$ cat config.mk
export PLATFORM = sky130hd
export DESIGN_NAME = pmsc_sleep_sci
export DESIGN_NICKNAME = d
export VERILOG_FILES = /design/src/design/pmsc_pkg.sv /design/src/design/pmsc_sleep_sci.sv
export SDC_FILE = /design/constraint.sdc
export NUM_CORES = 1
export LEC_CHECK = 0
export BUFFER_PORTS_ARGS = -buffer_cell sky130_fd_sc_hd__buf_2
export CORE_MARGIN = 2
export CORE_UTILIZATION = 45
export DETAILED_ROUTE_END_ITERATION = 12
export SLEW_MARGIN = 20
export SYNTH_ARGS = -nofsm -noshare
export SYNTH_HDL_FRONTEND = slang
export SYNTH_SLANG_ARGS = --single-unit
$ cat constraint.sdc
create_clock -name core_clk_i -period 2.2 [get_ports core_clk_i]
set_input_delay 0.22 -clock core_clk_i [delete_from_list [all_inputs] [get_ports core_clk_i]]
set_output_delay 0.22 -clock core_clk_i [all_outputs]
set_load 0.05 [all_outputs]
$ cat src/design/pmsc_pkg.sv
// pmsc_pkg: offsets, field positions, reset values and timing of the
// power-management sleep/SCI block.
// assumes a 125 MHz core clock and a 32 kHz RTC clock sampled as a pin.
`default_nettype none
package pmsc_pkg;
  // register offsets from the pm block base
  localparam logic [3:0] OFS_STATUS = 4'h1;
  localparam logic [3:0] OFS_ENABLE = 4'h3;
  localparam logic [3:0] OFS_CTRL1 = 4'h4;
  localparam logic [3:0] OFS_CTRL2 = 4'h5;
  localparam logic [3:0] OFS_GPE_STS = 4'h8;
  localparam logic [3:0] OFS_GPE_EN = 4'h9;
  // field positions
  localparam int BTN_BIT = 0;
  localparam int ALARM_BIT = 2;
  localparam int OVR_BIT = 3;
  localparam int SCI_MASTER_ENABLE_BIT = 0;
  localparam int OVR_EN_BIT = 1;
  localparam int TYPE_LSB = 2;
  localparam int TRIG_BIT = 5;
  localparam int PME_BIT = 0;
  // writable bits of each register, the rest read as zero
  localparam logic [7:0] ENABLE_MASK = 8'h05;
  localparam logic [7:0] CTRL1_MASK = 8'h01;
  localparam logic [7:0] CTRL2_MASK = 8'h1e;
  localparam logic [7:0] GPE_EN_MASK = 8'h01;
  localparam logic [7:0] REG_RESET = 8'h00;
  localparam logic [2:0] SLEEP_TYPE_OFF = 3'h0;
  // timing
  localparam int CLK_HZ = 125000000;
  localparam int RTC_HZ = 32768;
  localparam int OVERRIDE_MS = 4000;
  localparam int OVERRIDE_CYC = OVERRIDE_MS * (CLK_HZ / 1000);
  // least delay of one rtc period, in core cycles, rounded up
  localparam int SLEEP_MIN_CYC = (CLK_HZ + RTC_HZ - 1) / RTC_HZ;
  localparam int SLEEP_TICKS = 2;

  typedef struct packed {
    logic rd;
    logic wr;
    logic [3:0] addr;
    logic [7:0] wdata;
  } pmsc_io_req_s;

  typedef enum logic [1:0] {
    SEQ_IDLE,
    SEQ_WAIT_FIRST,
    SEQ_WAIT_SECOND
  } pmsc_seq_e;
endpackage
`default_nettype wire

$ cat src/design/pmsc_sleep_sci.sv
// pmsc_sleep_sci: pm1 enables/control, sci, button override, sleep
// sequencing and pme summary status, reached through 8-bit i/o space.
// assumes button and rtc clock arrive as asynchronous pins; alarm and pme
// signals come from logic on core_clk_i.
`default_nettype none
module pmsc_sleep_sci #(
  parameter int OVERRIDE_CYC = pmsc_pkg::OVERRIDE_CYC
) (
  input wire logic core_clk_i,
  input wire logic rst_i,
  input wire pmsc_pkg::pmsc_io_req_s io_req_i,
  output logic [7:0] io_rdata_o,
  input wire logic button_i,
  input wire logic rtc_clk_i,
  input wire logic alarm_i,
  input wire logic pme_event_i,
  input wire logic pme_pending_i,
  input wire logic sleep_redirect_select_i,
  output logic sci_o,
  output logic smi_o,
  output logic sleep_write_smi_flag_o,
  output logic power_on_output_n_o,
  output logic power_on_oe_o
);
  localparam int OVR_W = $clog2(OVERRIDE_CYC + 1);

  ////////////////////////////////////////////////////////////////////////
  // pin synchronisers: a change counts once stages two and three agree
  logic [2:0] btn_sync_reg, btn_sync_next;
  logic [2:0] rtc_sync_reg, rtc_sync_next;
  logic btn_level_reg, btn_level_next;
  logic rtc_level_reg, rtc_level_next;
  logic btn_rise, rtc_tick;

  always_comb begin
    btn_sync_next = {btn_sync_reg[1:0], button_i};
    rtc_sync_next = {rtc_sync_reg[1:0], rtc_clk_i};
    btn_level_next = btn_level_reg;
    rtc_level_next = rtc_level_reg;
    if (btn_sync_reg[1] == btn_sync_reg[2]) begin
      btn_level_next = btn_sync_reg[2];
    end
    if (rtc_sync_reg[1] == rtc_sync_reg[2]) begin
      rtc_level_next = rtc_sync_reg[2];
    end
  end

  always_ff @(posedge core_clk_i or posedge rst_i) begin
    if (rst_i) begin
      btn_sync_reg <= 3'h0;
      rtc_sync_reg <= 3'h0;
      btn_level_reg <= 1'b0;
      rtc_level_reg <= 1'b0;
    end else begin
      btn_sync_reg <= btn_sync_next;
      rtc_sync_reg <= rtc_sync_next;
      btn_level_reg <= btn_level_next;
      rtc_level_reg <= rtc_level_next;
    end
  end

  assign btn_rise = btn_level_next & ~btn_level_reg;
  assign rtc_tick = rtc_level_next & ~rtc_level_reg;

  ////////////////////////////////////////////////////////////////////////
  // register writes
  function automatic logic wr_at(input pmsc_pkg::pmsc_io_req_s req,
                                 input logic [3:0] ofs);
    wr_at = req.wr && (req.addr == ofs);
  endfunction

  logic [7:0] enable_reg, enable_next;
  logic [7:0] ctrl1_reg, ctrl1_next;
  logic [7:0] ctrl2_reg, ctrl2_next;
  logic [7:0] gpe_en_reg, gpe_en_next;
  logic trig_wr;

  assign trig_wr = wr_at(io_req_i, pmsc_pkg::OFS_CTRL2)
                   && io_req_i.wdata[pmsc_pkg::TRIG_BIT];

  always_comb begin
    enable_next = enable_reg;
    ctrl1_next = ctrl1_reg;
    ctrl2_next = ctrl2_reg;
    gpe_en_next = gpe_en_reg;
    // reserved bits are masked so they always read zero
    if (wr_at(io_req_i, pmsc_pkg::OFS_ENABLE)) begin
      enable_next = io_req_i.wdata & pmsc_pkg::ENABLE_MASK;
    end
    if (wr_at(io_req_i, pmsc_pkg::OFS_CTRL1)) begin
      ctrl1_next = io_req_i.wdata & pmsc_pkg::CTRL1_MASK;
    end
    if (wr_at(io_req_i, pmsc_pkg::OFS_CTRL2)) begin
      // trigger bit is not stored
      ctrl2_next = io_req_i.wdata & pmsc_pkg::CTRL2_MASK;
    end
    if (wr_at(io_req_i, pmsc_pkg::OFS_GPE_EN)) begin
      gpe_en_next = io_req_i.wdata & pmsc_pkg::GPE_EN_MASK;
    end
  end

  always_ff @(posedge core_clk_i or posedge rst_i) begin
    if (rst_i) begin
      enable_reg <= pmsc_pkg::REG_RESET;
      ctrl1_reg <= pmsc_pkg::REG_RESET;
      ctrl2_reg <= pmsc_pkg::REG_RESET;
      gpe_en_reg <= pmsc_pkg::REG_RESET;
    end else begin
      enable_reg <= enable_next;
      ctrl1_reg <= ctrl1_next;
      ctrl2_reg <= ctrl2_next;
      gpe_en_reg <= gpe_en_next;
    end
  end

  logic button_sci_enable, alarm_sci_enable, sci_master_enable;
  logic button_override_enable, pme_sci_enable;
  logic [2:0] sleep_type_field;
  assign button_sci_enable = enable_reg[pmsc_pkg::BTN_BIT];
  assign alarm_sci_enable = enable_reg[pmsc_pkg::ALARM_BIT];
  assign sci_master_enable = ctrl1_reg[pmsc_pkg::SCI_MASTER_ENABLE_BIT];
  assign button_override_enable = ctrl2_reg[pmsc_pkg::OVR_EN_BIT];
  assign sleep_type_field = ctrl2_reg[pmsc_pkg::TYPE_LSB +: 3];
  assign pme_sci_enable = gpe_en_reg[pmsc_pkg::PME_BIT];

  ////////////////////////////////////////////////////////////////////////
  // button override timer: saturates so the event fires once per hold
  logic [OVR_W-1:0] ovr_cnt_reg, ovr_cnt_next;
  logic ovr_fire;

  always_comb begin
    ovr_cnt_next = '0;
    if (btn_level_reg && button_override_enable) begin
      ovr_cnt_next = ovr_cnt_reg;
      if (ovr_cnt_reg != OVR_W'(OVERRIDE_CYC)) begin
        ovr_cnt_next = ovr_cnt_reg + 1'b1;
      end
    end
  end

  assign ovr_fire = btn_level_reg && button_override_enable
                    && ovr_cnt_reg == OVR_W'(OVERRIDE_CYC - 1);

  always_ff @(posedge core_clk_i or posedge rst_i) begin
    if (rst_i) begin
      ovr_cnt_reg <= '0;
    end else begin
      ovr_cnt_reg <= ovr_cnt_next;
    end
  end

  ////////////////////////////////////////////////////////////////////////
  // status flags: set wins over a same-cycle write-one clear
  logic btn_flag_reg, btn_flag_next;
  logic alarm_flag_reg, alarm_flag_next;
  logic ovr_flag_reg, ovr_flag_next;
  logic pme_flag_reg, pme_flag_next;
  logic sts_wr, gpe_wr;

  assign sts_wr = wr_at(io_req_i, pmsc_pkg::OFS_STATUS);
  assign gpe_wr = wr_at(io_req_i, pmsc_pkg::OFS_GPE_STS);

  always_comb begin
    btn_flag_next = btn_flag_reg;
    alarm_flag_next = alarm_flag_reg;
    ovr_flag_next = ovr_flag_reg;
    pme_flag_next = pme_flag_reg;
    if (sts_wr) begin
      // only a one clears
      if (io_req_i.wdata[pmsc_pkg::BTN_BIT]) btn_flag_next = 1'b0;
      if (io_req_i.wdata[pmsc_pkg::ALARM_BIT]) alarm_flag_next = 1'b0;
      if (io_req_i.wdata[pmsc_pkg::OVR_BIT]) ovr_flag_next = 1'b0;
    end
    if (gpe_wr && io_req_i.wdata[pmsc_pkg::PME_BIT] && !pme_pending_i) begin
      pme_flag_next = 1'b0;
    end
    if (btn_rise) btn_flag_next = 1'b1;
    if (alarm_i) alarm_flag_next = 1'b1;
    if (pme_event_i) pme_flag_next = 1'b1;
    if (ovr_fire) begin
      btn_flag_next = 1'b0;
      ovr_flag_next = 1'b1;
    end
  end

  always_ff @(posedge core_clk_i or posedge rst_i) begin
    if (rst_i) begin
      btn_flag_reg <= 1'b0;
      alarm_flag_reg <= 1'b0;
      ovr_flag_reg <= 1'b0;
      pme_flag_reg <= 1'b0;
    end else begin
      btn_flag_reg <= btn_flag_next;
      alarm_flag_reg <= alarm_flag_next;
      ovr_flag_reg <= ovr_flag_next;
      pme_flag_reg <= pme_flag_next;
    end
  end

  ////////////////////////////////////////////////////////////////////////
  // sleep sequencing and power output
  pmsc_pkg::pmsc_seq_e seq_reg, seq_next;
  logic pwr_on_reg, pwr_on_next;
  logic smi_reg, smi_next;
  logic slp_smi_reg, slp_smi_next;
  logic sleep_go;

  // type comes from the same write as the trigger, as hosts set both at once
  assign sleep_go = trig_wr && !sleep_redirect_select_i
                    && io_req_i.wdata[pmsc_pkg::TYPE_LSB +: 3]
                       == pmsc_pkg::SLEEP_TYPE_OFF;

  always_comb begin
    seq_next = seq_reg;
    pwr_on_next = pwr_on_reg;
    smi_next = trig_wr && sleep_redirect_select_i;
    slp_smi_next = trig_wr;
    case (seq_reg)
      pmsc_pkg::SEQ_IDLE: begin
        if (sleep_go) seq_next = pmsc_pkg::SEQ_WAIT_FIRST;
      end
      pmsc_pkg::SEQ_WAIT_FIRST: begin
        if (rtc_tick) seq_next = pmsc_pkg::SEQ_WAIT_SECOND;
      end
      pmsc_pkg::SEQ_WAIT_SECOND: begin
        if (rtc_tick) begin
          seq_next = pmsc_pkg::SEQ_IDLE;
          pwr_on_next = 1'b0;
        end
      end
      default: seq_next = pmsc_pkg::SEQ_IDLE;
    endcase
    if (ovr_fire) pwr_on_next = 1'b0;
    // a button press always wakes the machine
    if (btn_rise) pwr_on_next = 1'b1;
  end

  always_ff @(posedge core_clk_i or posedge rst_i) begin
    if (rst_i) begin
      seq_reg <= pmsc_pkg::SEQ_IDLE;
      pwr_on_reg <= 1'b1;
      smi_reg <= 1'b0;
      slp_smi_reg <= 1'b0;
    end else begin
      seq_reg <= seq_next;
      pwr_on_reg <= pwr_on_next;
      smi_reg <= smi_next;
      slp_smi_reg <= slp_smi_next;
    end
  end

  assign power_on_output_n_o = 1'b0;
  assign power_on_oe_o = pwr_on_reg;
  assign smi_o = smi_reg;
  assign sleep_write_smi_flag_o = slp_smi_reg;

  ////////////////////////////////////////////////////////////////////////
  // sci and read data
  logic sci_reg, sci_next;
  logic [7:0] rdata_reg, rdata_next;

  always_comb begin
    sci_next = sci_master_enable && (
                 (btn_flag_reg && button_sci_enable)
                 || (alarm_flag_reg && alarm_sci_enable)
                 || (pme_flag_reg && pme_sci_enable));
    rdata_next = rdata_reg;
    if (io_req_i.rd) begin
      rdata_next = 8'h00;
      case (io_req_i.addr)
        pmsc_pkg::OFS_STATUS: begin
          rdata_next[pmsc_pkg::BTN_BIT] = btn_flag_reg;
          rdata_next[pmsc_pkg::ALARM_BIT] = alarm_flag_reg;
          rdata_next[pmsc_pkg::OVR_BIT] = ovr_flag_reg;
        end
        pmsc_pkg::OFS_ENABLE: rdata_next = enable_reg;
        pmsc_pkg::OFS_CTRL1: rdata_next = ctrl1_reg;
        pmsc_pkg::OFS_CTRL2: rdata_next = ctrl2_reg;
        pmsc_pkg::OFS_GPE_STS: rdata_next[pmsc_pkg::PME_BIT] = pme_flag_reg;
        pmsc_pkg::OFS_GPE_EN: rdata_next = gpe_en_reg;
        default: rdata_next = 8'h00;
      endcase
    end
  end

  always_ff @(posedge core_clk_i or posedge rst_i) begin
    if (rst_i) begin
      sci_reg <= 1'b0;
      rdata_reg <= pmsc_pkg::REG_RESET;
    end else begin
      sci_reg <= sci_next;
      rdata_reg <= rdata_next;
    end
  end

  assign sci_o = sci_reg;
  assign io_rdata_o = rdata_reg;

  ////////////////////////////////////////////////////////////////////////
  // checks
  logic [15:0] slp_cyc_reg;
  always_ff @(posedge core_clk_i or posedge rst_i) begin
    if (rst_i) slp_cyc_reg <= 16'h0000;
    else if (seq_reg == pmsc_pkg::SEQ_IDLE) slp_cyc_reg <= 16'h0000;
    else if (slp_cyc_reg != 16'hffff) slp_cyc_reg <= slp_cyc_reg + 16'h0001;
  end

  property p_btn_set;
    @(posedge core_clk_i) disable iff (rst_i)
    btn_rise && !ovr_fire |=> btn_flag_reg && power_on_oe_o;
  endproperty
  a_btn_set: assert property (p_btn_set)
    else $error("button press did not set flag");

  property p_alarm_set;
    @(posedge core_clk_i) disable iff (rst_i)
    alarm_i |=> alarm_flag_reg;
  endproperty
  a_alarm_set: assert property (p_alarm_set)
    else $error("alarm did not set flag");

  property p_master_gate;
    @(posedge core_clk_i) disable iff (rst_i)
    !sci_master_enable |=> !sci_o;
  endproperty
  a_master_gate: assert property (p_master_gate)
    else $error("sci raised with master enable clear");

  property p_override;
    @(posedge core_clk_i) disable iff (rst_i)
    ovr_fire && !btn_rise |=> !power_on_oe_o && ovr_flag_reg
      && !btn_flag_reg;
  endproperty
  a_override: assert property (p_override)
    else $error("override did not power off and swap flags");

  property p_type_other;
    @(posedge core_clk_i) disable iff (rst_i)
    trig_wr && seq_reg == pmsc_pkg::SEQ_IDLE
      && io_req_i.wdata[pmsc_pkg::TYPE_LSB +: 3] != pmsc_pkg::SLEEP_TYPE_OFF
      |=> seq_reg == pmsc_pkg::SEQ_IDLE;
  endproperty
  a_type_other: assert property (p_type_other)
    else $error("non-off sleep type started a sequence");

  property p_sleep_min;
    @(posedge core_clk_i) disable iff (rst_i)
    seq_reg == pmsc_pkg::SEQ_WAIT_SECOND && rtc_tick
      |-> slp_cyc_reg >= 16'(pmsc_pkg::SLEEP_MIN_CYC - 8);
  endproperty
  a_sleep_min: assert property (p_sleep_min)
    else $error("power released before one rtc period");

  property p_trig_read;
    @(posedge core_clk_i) disable iff (rst_i)
    io_req_i.rd && io_req_i.addr == pmsc_pkg::OFS_CTRL2
      |=> !io_rdata_o[pmsc_pkg::TRIG_BIT] && io_rdata_o[7:5] == 3'h0;
  endproperty
  a_trig_read: assert property (p_trig_read)
    else $error("sleep trigger read back nonzero");

  property p_redirect;
    @(posedge core_clk_i) disable iff (rst_i)
    trig_wr && sleep_redirect_select_i && seq_reg == pmsc_pkg::SEQ_IDLE
      |=> smi_o && seq_reg == pmsc_pkg::SEQ_IDLE;
  endproperty
  a_redirect: assert property (p_redirect)
    else $error("redirected trigger did not raise smi");

  property p_slp_smi;
    @(posedge core_clk_i) disable iff (rst_i)
    trig_wr |=> sleep_write_smi_flag_o;
  endproperty
  a_slp_smi: assert property (p_slp_smi)
    else $error("trigger write did not flag smi");

  property p_pme_hold;
    @(posedge core_clk_i) disable iff (rst_i)
    pme_flag_reg && pme_pending_i |=> pme_flag_reg;
  endproperty
  a_pme_hold: assert property (p_pme_hold)
    else $error("pme flag cleared while events pending");

  property p_zero_write;
    @(posedge core_clk_i) disable iff (rst_i)
    sts_wr && alarm_flag_reg && !io_req_i.wdata[pmsc_pkg::ALARM_BIT]
      |=> alarm_flag_reg;
  endproperty
  a_zero_write: assert property (p_zero_write)
    else $error("zero write cleared a flag");

  property p_sci_level;
    @(posedge core_clk_i) disable iff (rst_i)
    ##1 sci_o == $past(sci_master_enable && ((btn_flag_reg
      && button_sci_enable) || (alarm_flag_reg && alarm_sci_enable)
      || (pme_flag_reg && pme_sci_enable)));
  endproperty
  a_sci_level: assert property (p_sci_level)
    else $error("sci does not follow enabled flags");
endmodule // pmsc_sleep_sci
`default_nettype wire

# Word level (Yosys, flattened, before mapping)
# Index checks and enable logic that the tools add are counted.
# word_totals
wordCells	106
input_bits	22
register_bits	63
output_inout_bits	13
# op_classes
n_eq_ne	16
add_sub_neg	1
mux	28
reduce_logical	38
bitwise	4
# ops
op	count
29-bit two-way mux	2
29-bit by 1-bit adder with 29-bit output (second input constant)	1
29-bit == test (second input constant)	1
29-bit != test (second input constant)	1
1-bit two-way mux	20
1-bit logical AND	18
2-bit case mux with 3 select lines	2
3-bit nonzero test	4
2-bit nonzero test	5
4-bit by 3-bit == test with 1-bit output (second input constant)	2
4-bit == test (second input constant)	2
2-bit AND reduction	4
2-bit two-way mux	3
2-bit != test (second input constant)	3
1-bit case mux with 5 select lines	1
4-bit by 1-bit == test with 1-bit output (second input constant)	1
4-bit by 2-bit == test with 1-bit output (second input constant)	1
3-bit zero test	1
3-bit AND reduction	1
1-bit AND	2
1-bit == test	2
2-bit by 1-bit == test with 1-bit output (second input constant)	1
2-bit == test (second input constant)	1
1-bit zero test	2
other kinds (4)	6

# Longest topological paths before layout
# logic_depth
word_depth	7
ltp_mapped	6
mapped_depth_nobuf	6

# Worst setup path before layout
# OpenSTA, ideal clock, no wires.
# synth_timing
path_type	reg2reg
start	register ovr_cnt_reg[1]
end	register ovr_cnt_reg[28]
setup_time_ns	0.079
arrival_ns	1.712
path_stages_with_launch	7
slack_ns	0.409
t_required_ns	2.121
cell_sequence	dfrtp_1 -> ha_1 -> nand2_1 -> or3_4 -> buf_2 -> nor4b_2 -> mux2i_1
# synth_via
elab_chain_cells	3
elab_cells_between_ends	5
# synth_rtl
item	line	source
start: declaration	pmsc_sleep_sci.sv:128	logic [OVR_W-1:0] ovr_cnt_reg, ovr_cnt_next;
start signal: assignment	pmsc_sleep_sci.sv:148	ovr_cnt_reg <= ovr_cnt_next;
29-bit by 1-bit adder with 29-bit output	pmsc_sleep_sci.sv:136	ovr_cnt_next = ovr_cnt_reg + 1'b1;
29-bit two-way mux	pmsc_sleep_sci.sv:135	if (ovr_cnt_reg != OVR_W'(OVERRIDE_CYC)) begin
29-bit two-way mux	pmsc_sleep_sci.sv:133	if (btn_level_reg && button_override_enable) begin
# Parallel ways exist; a longest one is shown, timed or not. The select of a mux whose other input is x is not followed.
# A chain may end at the register's enable or synchronous reset.

# Worst setup path after layout
# layout_timing
start	register ovr_cnt_reg[1]
end	register ovr_cnt_reg[20]
# The elaborated chain is that of the path after synthesis.

==> impl_metrics.json <==
{
  "initialDrtViolationCount": 160,
  "layout_common_cells": "dfrtp_1, buf_2, nand2_1",
  "seq_area_frac_synth_pct": 50.5,
  "antenna_found_initial": 0,
  "synth.ff_latch_count": 60,
  "clock_latency_ns": 0.34,
  "place_congestion": 0.789,
  "critPathLaunchType": "flop",
  "hp-start": "pme_event_i",
  "ir_worst_vdd_mv": 0.449,
  "port_buffers": 28,
  "max_stage_delay_ns": 0.53,
  "cpMaxStageDelayCell": "or4_1",
  "slew_viol_final": 0,
  "hold_violations": 0,
  "wl_met2_mm": 2.95,
  "wl_per_cell_um": 15.1,
  "min_path_cells": 2,
  "critPathBufInv": 0,
  "endpoint": "ovr_cnt_reg[20]$_DFFE_PP0P_",
  "layout_commonest_cell": "dfrtp_1",
  "worstPathCellList": "ha_1, nand2_1, or3_4, or4_1, a21oi_1",
  "cp.required_ns": 2.47,
  "design_area_um2": 3460,
  "die_h_um": 85.3,
  "syn_area_um2": 2980,
  "setup_violations": 0,
  "cts_tree": "built",
  "numCtsBuffers": 9,
  "top_layer": "met4",
  "cts_max_level": 3,
  "async_flop_share_pct": 100,
  "cts_root_buf": "clkbuf_8",
  "synth.distinct_cells": 53,
  "hold_class": "input port to flop",
  "cts.sinks": 60,
  "post_cts_buffers": 0,
  "wl_met1_mm": 3.03,
  "endpoint_kind": "flop",
  "critPathMaxFanout": 14,
  "dr.pass1.iters": 4,
  "grt.overflow.total": 0,
  "grt_pass1_vias": 2239,
  "p_leak_uw": 0.00141,
  "reg2regPathDepth": 5,
  "r2r_slack_ns": 0.17,
  "r2r-end": "ovr_cnt_reg[20]$_DFFE_PP0P_",
  "rr_startpoint": "ovr_cnt_reg[1]$_DFFE_PP0P_",
  "grt_usage_pct": 18.7,
  "startpoint": "ovr_cnt_reg[1]$_DFFE_PP0P_",
  "crit_type": "flop to flop",
  "wl_mm": 6.31,
  "fin_skew_ns": 0.0102,
  "vias": 2382,
  "die_w_um": 85.3,
  "io_pins": 35,
  "drive_gt1_share_pct": 21.1,
  "fin_crit_ns": 2.03,
  "ctsResizeCount": 0,
  "antenna_left": 0,
  "drc": 0,
  "cp_top_family": "simple AND/OR/NAND/NOR gates",
  "die_area_um2": 7280,
  "syn_area_per_cell_um2": 10.1,
  "synth_top_flop_cell": "dfrtp_1",
  "holdWs_ns": 0.0629,
  "grt_first_pass_wirelength_mm": 10.6,
  "worstPathArrival_ns": 2.30,
  "cap_violations": 0,
  "critical_path_depth": 5,
  "area_delta_synth_final_pct": 16.4,
  "route.met3.wl_um": 209,
  "synth_edf_count": 0,
  "ys.warnings.count": 0,
  "start_util_pct": 46.6,
  "coreArea_um2": 6390,
  "placed_area_um2": 3230,
  "synth_cells": 295,
  "largest_reg_flops": 29,
  "dp_hpwl_mm": 4.48,
  "setup_tns_ns": 0,
  "nets": 361,
  "pwr_density_cell_nw_per_um2": 722,
  "cts_max_path_buffers": 2,
  "grt_setup_unrepaired": "false",
  "status": "finished clean",
  "diodes": 0,
  "period_share_pct": 92.3,
  "post_drt_via_cell_ratio": 5.68,
  "grt_start_max_net_pins": 29,
  "cts_hold_buffers": 3,
  "clk_pin_slew_ns": 0.07,
  "rows": 29,
  "max_freq_mhz": 493
}
==> power by group <==
part           internal [uW]  leakage, uW  switching [uW]
Sequential              1170     0.000780            45.6
Combinational            105     0.000542             183
Clock                    528    0.0000923             471
==> cells in the mapped netlist, drive strengths merged, types with 6 or more instances <==
master  number  area, um2
mux2         9        101
nor2        19       71.3
and2         7       43.8
a21oi       20        100
dfrtp       59       1480
and3         6       37.5
or4          8       60.1
nand4        9       56.3
o31ai        8       60.1
or3          7       55.1
nand3       10       62.6
buf          7       51.3
nor2b        6       37.5
nor4         6       37.5
o21ai       11       55.1
nand2       27        101
inv         11       41.3
==> cells by family (layout without fill, tap and decap cells) <==
group | count (synthesis) | in the layout | synth area share [%]
xor+xnor | 7 | 7 | 2.06
compound gates | 58 | 58 | 12.3
other cells | 1 | 4 | 0.126
fa+ha+maj | 2 | 2 | 0.841
flops | 60 | 60 | 50.5
buf+inv | 23 | 67 | 3.74
mux | 12 | 12 | 4.42
simple gates | 132 | 132 | 26.0
==> stage by stage <==
step / total power, uW / instances / utilization [%] / setup WS (ns)
after global routing: 2610 / 419 / 54.2 / 0.0559
after CTS: 2530 / 419 / 54.2 / 0.166
after global placement: 1510 / 400 / 50.6 / 0.224
after floorplan: 1430 / 298 / - / 0.409
after detailed placement: 1520 / 400 / 50.6 / 0.186
final: 2500 / 419 / 54.2 / 0.170
==> worst min-delay path by stage <==
stage                     slack, ns                        end
final                          0.06   pme_flag_reg$_DFFE_PP0P_
after global routing           0.06   pme_flag_reg$_DFFE_PP0P_
after CTS                      0.05   pme_flag_reg$_DFFE_PP0P_
after detailed placement       0.23  rtc_sync_reg[0]$_DFF_PP0_
after global placement         0.22  rtc_sync_reg[0]$_DFF_PP0_
after floorplan                0.25  btn_sync_reg[0]$_DFF_PP0_
==> layout make-up <==
class,instances,area [um2]
Sequential cell,60,1500
Clock buffer,9,124
Fill cell,595,2920
Timing Repair Buffer,40,250
Clock inverter,7,75.1
Tap cell,77,96.3
Inverter,11,41.3
Multi-Input combinational cell,215,1370
==> layer usage <==
metal / vias to the layer above / GRT usage (%)
met4: 0 / 8.66
met3: 11 / 3.40
li1: 1167 / -
met1: 1164 / 25.6
met5: - / 0
met2: 40 / 28.9
==> worst register-to-register path, stage by stage (launching register included) <==
cell	delay [ns]
dfrtp_1	0.43
ha_1	0.23
nand2_1	0.15
or3_4	0.46
or4_1	0.54
a21oi_1	0.15
Power figures use the tool's default switching activity.
